## config.mk

```make
export PLATFORM = sky130hd
export DESIGN_NAME = srw_reset_window_watchdog
export DESIGN_NICKNAME = d
export VERILOG_FILES = /design/src/rtl/srw_pkg.sv /design/src/rtl/srw_reset_window_watchdog.sv
export SDC_FILE = /design/constraint.sdc
export NUM_CORES = 1
export LEC_CHECK = 0
export ABC_AREA = 1
export BUFFER_PORTS_ARGS = -buffer_cell sky130_fd_sc_hd__buf_2
export CAP_MARGIN = 5
export CORE_MARGIN = 3
export CORE_UTILIZATION = 35
export CTS_BUF_LIST = sky130_fd_sc_hd__clkbuf_4 sky130_fd_sc_hd__clkbuf_8 sky130_fd_sc_hd__clkbuf_16
export CTS_CLUSTER_SIZE = 10
export DETAILED_ROUTE_END_ITERATION = 7
export SYNTH_ARGS = -nofsm -noshare
export SYNTH_HDL_FRONTEND = slang
export SYNTH_SLANG_ARGS = --single-unit
```

## constraint.sdc

```tcl
create_clock -name clk -period 1.7 [get_ports clk]
set_input_delay 0.17 -clock clk [delete_from_list [all_inputs] [get_ports clk]]
set_output_delay 0.17 -clock clk [all_outputs]
set_load 0.02 [all_outputs]
```

## src/rtl/srw_pkg.sv

```systemverilog
package srw_pkg;
    // internal oscillator tick derived from clk
    localparam int OSC_DIV = 4;
    localparam logic [6:0] OSC_DIV_LAST = 7'(OSC_DIV - 1);
    localparam int CNT_W = 24;
    // default lengths in oscillator ticks
    localparam int LONG_OPEN_TICKS = 65535;
    localparam int FILTER_TICKS = 4;
    localparam int POR_DELAY_TICKS = 4096;
    localparam int SHORT_DELAY_TICKS = 512;
    localparam int PERIOD_UNIT_TICKS = 64;
    localparam int PERIOD_FIELD_W = 4;
    localparam logic [PERIOD_FIELD_W-1:0] PERIOD_RESET = 4'h0;

    typedef enum logic [3:0] {
        SRW_RST_HOLD = 4'h1,
        SRW_LONG_OPEN = 4'h2,
        SRW_CLOSED = 4'h4,
        SRW_OPEN = 4'h8
    } srw_state_e;
endpackage

```

## src/rtl/srw_reset_window_watchdog.sv

```systemverilog
`timescale 1ns/1ps
// Operation
// [RL1] reset out low on internal-supply UV, regulator-output UV or watchdog failure
// [RL2] internal-supply UV clears the supply-fail bit and all configuration settings
// [RL3] regulator UV longer than filter drives reset low; release after delay
// [RL4] regulator UV reappearing during operation drives reset low again
// [RL5] power-on delay is default; a control bit selects the shorter delay
// [RL6] after reset release enter standby and start a long open window
// [RL7] any reset switches off both low-side switches, sensor supply and LED driver
// [RL8] only a write to the watchdog period field is a trigger
// [RL9] trigger is taken when chip select returns high after the word
// [RL10] period follows the value written to the timing field
// [RL11] valid trigger starts a closed window of half the period
// [RL12] closed window is followed by an open window of half the period
// [RL13] host writes the timing field periodically inside the open window
// [RL14] a service in the open window starts the next closed window at once
// [RL15] missed open window gives watchdog reset, then a long open window
// [RL16] watchdog failure forces standby mode
// [RL17] watchdog reset sets a flag; any later SPI access clears it
// [RL18] low-power modes keep watchdog if requested; stop mode needs low current
// [RL19] window, filter, delay and period lengths are oscillator-tick parameters
module srw_reset_window_watchdog
    import srw_pkg::*;
(
    input wire logic clk,
    input wire logic rst_b,
    input wire logic internal_supply_undervoltage,
    input wire logic regulator_output_undervoltage,
    input wire logic spiCsn,
    input wire logic spiWordDone,
    input wire logic spiPeriodWrite,
    input wire logic [PERIOD_FIELD_W-1:0] spiPeriodValue,
    input wire logic shortDelaySel,
    input wire logic lowPowerReq,
    input wire logic supervisor_stop_mode,
    input wire logic wdKeepEnable,
    input wire logic ccCurrentBelowThreshold,
    input wire logic low_side_switch_one_req,
    input wire logic low_side_switch_two_req,
    input wire logic sensorSupplyReq,
    input wire logic led_high_side_driver_req,
    output logic resetOut_b,
    output logic supervisor_standby_mode,
    output logic low_side_switch_one,
    output logic low_side_switch_two,
    output logic sensorSupplyOn,
    output logic led_high_side_driver,
    output logic internalSupplyOk,
    output logic wdResetFlag,
    output logic configClear,
    output logic wdActive
);
    srw_state_e state;
    logic [6:0] divCnt;
    logic tick;
    logic [CNT_W-1:0] filtCnt;
    logic ccLow;
    logic [CNT_W-1:0] delayCnt;
    logic [CNT_W-1:0] winCnt;
    logic [PERIOD_FIELD_W-1:0] period;
    logic csnPrev;
    logic armed;
    logic trigger;
    logic accessEnd;
    logic wdFail;
    logic wdEnabled;
    logic anyReset;
    logic [CNT_W-1:0] halfTicks;

    // half period in ticks; field value 0 still gives half a unit
    function automatic logic [CNT_W-1:0] half_of(input logic [PERIOD_FIELD_W-1:0] p);
        half_of = CNT_W'((32'(p) + 32'd1) * 32'(PERIOD_UNIT_TICKS) / 32'd2);
    endfunction

    // reload value for the release delay
    function automatic logic [CNT_W-1:0] delay_load(input logic shortSel);
        delay_load = shortSel ? CNT_W'(SHORT_DELAY_TICKS) : CNT_W'(POR_DELAY_TICKS);
    endfunction

    // a load follows its request only while reset is out and no cause is pending
    function automatic logic load_gate(input logic req, input logic relOut, input logic cause);
        load_gate = req && relOut && !cause;
    endfunction

    assign halfTicks = half_of(period); // [RL10] [RL19]

    always_ff @(posedge clk or negedge rst_b) begin
        if (!rst_b) begin
            divCnt <= 7'h00;
        end else begin
            divCnt <= (divCnt == OSC_DIV_LAST) ? 7'h00 : divCnt + 7'h01;
        end
    end

    // one-cycle enable standing in for the internal oscillator
    always_ff @(posedge clk or negedge rst_b) begin
        if (!rst_b) begin
            tick <= 1'b0;
        end else begin
            tick <= (divCnt == OSC_DIV_LAST);
        end
    end

    // reset value matches idle csn, so no false access end after reset
    always_ff @(posedge clk or negedge rst_b) begin
        if (!rst_b) begin
            csnPrev <= 1'b1;
        end else begin
            csnPrev <= spiCsn;
        end
    end

    // trigger on csn rising edge after a completed word with the period field written
    always_ff @(posedge clk or negedge rst_b) begin
        if (!rst_b) begin
            armed <= 1'b0;
        end else if (accessEnd) begin
            armed <= 1'b0;
        end else if (spiWordDone && spiPeriodWrite) begin
            armed <= 1'b1; // [RL8]
        end
    end
    assign accessEnd = spiCsn && !csnPrev;
    assign trigger = accessEnd && armed; // [RL9]

    // regulator UV filter; short glitches below the filter length are ignored
    always_ff @(posedge clk or negedge rst_b) begin
        if (!rst_b) begin
            filtCnt <= '0;
        end else if (!regulator_output_undervoltage) begin
            filtCnt <= '0;
        end else if (tick && filtCnt < CNT_W'(FILTER_TICKS)) begin
            filtCnt <= filtCnt + CNT_W'(1);
        end
    end

    // reset value high so the release delay always runs after power-up
    always_ff @(posedge clk or negedge rst_b) begin
        if (!rst_b) begin
            ccLow <= 1'b1;
        end else if (!regulator_output_undervoltage) begin
            ccLow <= 1'b0;
        end else if (tick && filtCnt >= CNT_W'(FILTER_TICKS)) begin
            ccLow <= 1'b1; // [RL3] [RL4]
        end
    end

    assign anyReset = internal_supply_undervoltage || ccLow || wdFail; // [RL1]

    always_ff @(posedge clk or negedge rst_b) begin
        if (!rst_b) begin
            period <= PERIOD_RESET;
        end else if (internal_supply_undervoltage) begin
            period <= PERIOD_RESET; // [RL2]
        end else if (trigger) begin
            period <= spiPeriodValue; // [RL10]
        end
    end

    // watchdog stays on in low power if requested, or in stop while current is high
    assign wdEnabled = !lowPowerReq || wdKeepEnable ||
        (supervisor_stop_mode && !ccCurrentBelowThreshold); // [RL18]

    assign wdFail = (state == SRW_CLOSED && trigger) ||
        (state == SRW_OPEN && tick && winCnt == '0) ||
        (state == SRW_LONG_OPEN && tick && winCnt == '0 && wdEnabled); // [RL15]

    always_ff @(posedge clk or negedge rst_b) begin
        if (!rst_b) begin
            state <= SRW_RST_HOLD;
            winCnt <= '0;
        end else begin
            case (state)
                SRW_RST_HOLD: begin
                    if (!anyReset && tick && delayCnt == '0) begin
                        state <= SRW_LONG_OPEN; // [RL6]
                        winCnt <= CNT_W'(LONG_OPEN_TICKS);
                    end
                end
                // a disabled watchdog parks in the long open window
                default: begin
                    if (anyReset) begin
                        state <= SRW_RST_HOLD; // [RL1] [RL15]
                    end else if (!wdEnabled) begin
                        state <= SRW_LONG_OPEN;
                        winCnt <= CNT_W'(LONG_OPEN_TICKS);
                    end else if (trigger) begin
                        state <= SRW_CLOSED; // [RL11] [RL14]
                        winCnt <= half_of(spiPeriodValue);
                    end else if (tick && winCnt != '0) begin
                        winCnt <= winCnt - CNT_W'(1);
                    end else if (tick && state == SRW_CLOSED) begin
                        state <= SRW_OPEN; // [RL12]
                        winCnt <= halfTicks;
                    end
                end
            endcase
        end
    end

    // delay reloads while any cause stands, so it counts from the last one
    always_ff @(posedge clk or negedge rst_b) begin
        if (!rst_b) begin
            delayCnt <= CNT_W'(POR_DELAY_TICKS);
        end else if (anyReset) begin
            delayCnt <= delay_load(shortDelaySel); // [RL5]
        end else if (state == SRW_RST_HOLD && tick && delayCnt != '0) begin
            delayCnt <= delayCnt - CNT_W'(1); // [RL3]
        end
    end

    always_ff @(posedge clk or negedge rst_b) begin
        if (!rst_b) begin
            wdResetFlag <= 1'b0;
        end else if (wdFail) begin
            wdResetFlag <= 1'b1; // [RL17]
        end else if (accessEnd || internal_supply_undervoltage) begin
            wdResetFlag <= 1'b0; // [RL17]
        end
    end

    always_ff @(posedge clk or negedge rst_b) begin
        if (!rst_b) begin
            configClear <= 1'b1;
        end else begin
            configClear <= internal_supply_undervoltage; // [RL2]
        end
    end

    // supply-fail bit stays low until the host has accessed the interface once
    always_ff @(posedge clk or negedge rst_b) begin
        if (!rst_b) begin
            internalSupplyOk <= 1'b0;
        end else if (internal_supply_undervoltage) begin
            internalSupplyOk <= 1'b0; // [RL2]
        end else if (accessEnd) begin
            internalSupplyOk <= 1'b1;
        end
    end

    // reset pin low whenever a cause stands or the release delay still runs
    always_ff @(posedge clk or negedge rst_b) begin
        if (!rst_b) begin
            resetOut_b <= 1'b0;
        end else begin
            resetOut_b <= (state != SRW_RST_HOLD) && !anyReset; // [RL1]
        end
    end

    // a trigger outside reset hold and outside the closed window takes the block out of standby
    always_ff @(posedge clk or negedge rst_b) begin
        if (!rst_b) begin
            supervisor_standby_mode <= 1'b1;
        end else if (state == SRW_RST_HOLD || anyReset) begin
            supervisor_standby_mode <= 1'b1; // [RL6] [RL16]
        end else if (trigger) begin
            supervisor_standby_mode <= 1'b0;
        end
    end

    // loads switch on one cycle after resetOut_b rises and off in the same cycle it falls, never ahead of it
    always_ff @(posedge clk or negedge rst_b) begin
        if (!rst_b) begin
            low_side_switch_one <= 1'b0;
        end else begin
            low_side_switch_one <= load_gate(low_side_switch_one_req, resetOut_b, anyReset); // [RL7]
        end
    end

    always_ff @(posedge clk or negedge rst_b) begin
        if (!rst_b) begin
            low_side_switch_two <= 1'b0;
        end else begin
            low_side_switch_two <= load_gate(low_side_switch_two_req, resetOut_b, anyReset); // [RL7]
        end
    end

    always_ff @(posedge clk or negedge rst_b) begin
        if (!rst_b) begin
            sensorSupplyOn <= 1'b0;
        end else begin
            sensorSupplyOn <= load_gate(sensorSupplyReq, resetOut_b, anyReset); // [RL7]
        end
    end

    always_ff @(posedge clk or negedge rst_b) begin
        if (!rst_b) begin
            led_high_side_driver <= 1'b0;
        end else begin
            led_high_side_driver <= load_gate(led_high_side_driver_req, resetOut_b, anyReset); // [RL7]
        end
    end

    // a watchdog parked by low power reports inactive
    always_ff @(posedge clk or negedge rst_b) begin
        if (!rst_b) begin
            wdActive <= 1'b0;
        end else begin
            wdActive <= state != SRW_RST_HOLD && wdEnabled; // [RL18]
        end
    end
endmodule

```

==> out/results.txt <==
Core area: 0.0152 mm^2
CP Launch Type: register
Post-route setup slack: -180 ps
Critical Path Start: delayCnt[2]
Design area: 0.00782 mm^2
Die X: 131 um
Synth Area in XOR/XNOR: 0.0450
Worst path slowest cell: dfrtp_1
Final period util: 1.11
Drt pass-1 iters: 4
Sequential Power Share: 0.296
Die Ht: 131 um
Boundary Pins: 30
H-tree depth: 3
Switching share of power: 0.407
Gr ovfl total: 0
Least-Margin Pin Slew: 334 ps
DP Wirelength: 9390 um
Initial antenna violation count: 0
Reg2reg start: delayCnt[2]
Largest family of logic cells by synthesized area: simple AND/OR/NAND/NOR gates
Synth Area in Compound Gates: 0.0596
Max Cap Viol: 0
Yosys warns: 0
Post-route ant nets: 0
Post-Syn Area per Cell: 7.56 um^2
Vias in the first global route: 4726
Final setup vio count: 50
Commonest non-fill, non-tap cells in the layout: 170 x nand2_1, 100 x buf_4, 94 x dfrtp_1, 82 x nor2_1, 70 x inv_1
Largest net degree at the start of global routing: 61
Clk sinks: 101
Die area: 0.0171 mm^2
Clock Power Share: 0.189
Status: finished, violations left
Peak supply drop: 0.527 mV
DP Area: 0.00668 mm^2
Leak Pwr: 3.89 nW
Port bufs: 29
Simple-Gate Fraction of Synth Area: 0.335
Top cell type's share of synthesized area: 0.436
Critical Path AT: 2180 ps
Net Sw Power: 4.41 mW
Gr usage total: 0.164
Fraction of layout instances using a drive strength above 1: 0.356
Mux contribution to synthesized area: 0
Total vias in the final route: 5044
Slew HR: 0.778
CP Class: register to register
Hold Crit Start: low_side_switch_two_req
Clock slew at reported path FFs: 70 ps
Seq/Total Area, Yosys: 0.465
Vias per cell: 4.70
Synth top area cells: dfrtp_1 44%, nand2_1 13%, nor2_1 8.0%
Layout Nets: 909
Largest stage delay on the critical path: 390 ps
Cell-internal power: 6.43 mW
Power Density: 1390 mW/mm^2
Endpoints failing hold: 0
Wire per inst: 12.9 um
Ant diodes: 0
Placement Setup Slack: -143 ps
Reg2reg setup slack: -180 ps
Synthesized-area fraction occupied by adder cells: 0.0183
Final Skew: 11.7 ps
Logic pwr share: 0.515
Flop and latch count out of synthesis: 101
Worst-path maximum fanout: 5
DRC: 0
Row cnt: 45
Syn Nets: 750
Commonest non-fill, non-tap cell in the layout: nand2_1
Minimum clock period: 1880 ps
Mapped Cells: 722
Synth cell types: 35
WL final: 13900 um
Initial DRC count: 233
Clock root buffer: clkbuf_16
GPL Wtd Cong: 0.858
Growth of design area from synthesis to finish: 43.4%
Worst Hold Class: primary input to register
Failing checks: setup timing
Final max-slew violation count: 0
RSZ-0062 raised after global routing: true
CTS max path bufs: 2
Worst-Skew Late Latency: 360 ps
Leading area contributor after synthesis: dfrtp_1
TritonCTS clock tree: done
CTS Buf Count: 9
Critical Path RT: 2000 ps
First-pass GRT wire length: 22400 um
Post-Syn Area: 0.00546 mm^2
Fmax: 532 MHz
Cell Chain, Critical Path: nor2_2, nand3_4, nor2_4, inv_2, nor2_2, nand3_2, a21oi_4, buf_8, clkbuf_16, nand3_2, nand2_1
Initial Utilization: 0.359
Critical Path End Type: register
-- cell type report --
type	count	area [um^2]
tap	188	235
multi-input combinational	520	3040
clock buffer	9	225
timing repair buffer	159	1360
inverter	90	353
clock inverter	7	73.8
sequential	101	2540
fill	1381	7380
-- layer usage --
metal  global-route usage  up-vias  part of all wire
li1                     -     2610                 -
met1                0.234     2354              0.50
met2                0.258       66              0.45
met3               0.0191       14             0.028
met4               0.0623        0             0.019
met5                    0        -                 0
-- kinds of logic after synthesis --
| group | Yosys count |
|---|---|
| fa+ha+maj | 8 |
| xor+xnor | 28 |
| compound gates | 60 |
| simple gates | 421 |
| flops | 101 |
| buf+inv | 104 |
-- power groups by stage --
| stage | Clock [mW] | Combinational (mW) | Sequential, mW |
|---|---|---|---|
| finish | 2.05 | 5.58 | 3.21 |
| global route | 2.22 | 6.11 | 3.27 |
| CTS | 2.12 | 4.58 | 3.14 |
| detailed placement | 0 | 4.25 | 3.17 |
| global placement | 0 | 4.22 | 3.18 |
| floorplan | 0 | 2.36 | 3.24 |
-- through the flow --
step	power [mW]	hold WS, ps	util	instances	setup TNS [ps]
2_1_floorplan	5.60	-126	-	722	-227
3_3_place_gp	7.40	178	0.440	1029	-3460
3_5_place_dp	7.42	173	0.440	1029	-4830
4_1_cts	9.83	13.1	0.478	1057	-2920
5_1_grt	11.6	21.0	0.514	1074	-11540
6_report	10.8	25.6	0.514	1074	-4750
-- worst paths after layout --
path                                       endpoint  cells after the start
worst max-delay path                     winCnt[11]                     11
worst min-delay path            low_side_switch_two                      3
worst max register to register           winCnt[11]                     11
worst min register to register            divCnt[0]                      1
max in group asynchronous                  state[0]                      3
min in group asynchronous                 winCnt[4]                      3
-- sequential cells by signal, indices dropped and copies added, names as in the netlist --
signal                   flops
ccLow                        1
armed                        1
tick                         1
low_side_switch_one          1
supervisor_standby_mode      1
state                        4
configClear                  1
csnPrev                      1
delayCnt                    24
wdActive                     1
led_high_side_driver         1
divCnt                       7
resetOut_b                   1
sensorSupplyOn               1
internalSupplyOk             1
filtCnt                     24
low_side_switch_two          1
winCnt                      24
wdResetFlag                  1
period                       4
-- worst max-delay path, delay by kind of cell, from the launching register on --
| kind | cells | cell delay, ps |
|---|---|---|
| buf+inv | 3 | 390 |
| compound gates | 1 | 250 |
| flops | 1 | 390 |
| simple gates | 7 | 780 |
-- synth_stat cells, drive strengths merged --
cell    number
clkbuf       4
nor2       126
inv         89
o21a         4
o22ai        1
nand4       13
or2          1
o21ai       30
nor4         4
a21oi       24
dfstp        6
buf         10
nand3b       6
dfrtp       95
clkinv       1
and3         1
xor2        23
nand3       64
a211oi       1
xnor2        5
nand2      197
ha           8
nor3         9
-- timing repair --
| action | in CTS | in global routing |
|---|---|---|
| endpoints found under the setup margin | 51 | 58 |
| hold endpoints to repair | 97 | 0 |
| pin swaps | 13 | 23 |
| gates resized for setup | 49 | 103 |
| buffers inserted | 10 | 16 |
| cloned | 1 | 4 |
| hold buffers | 3 | 0 |
Note: power is estimated with default switching activity, not from simulation.
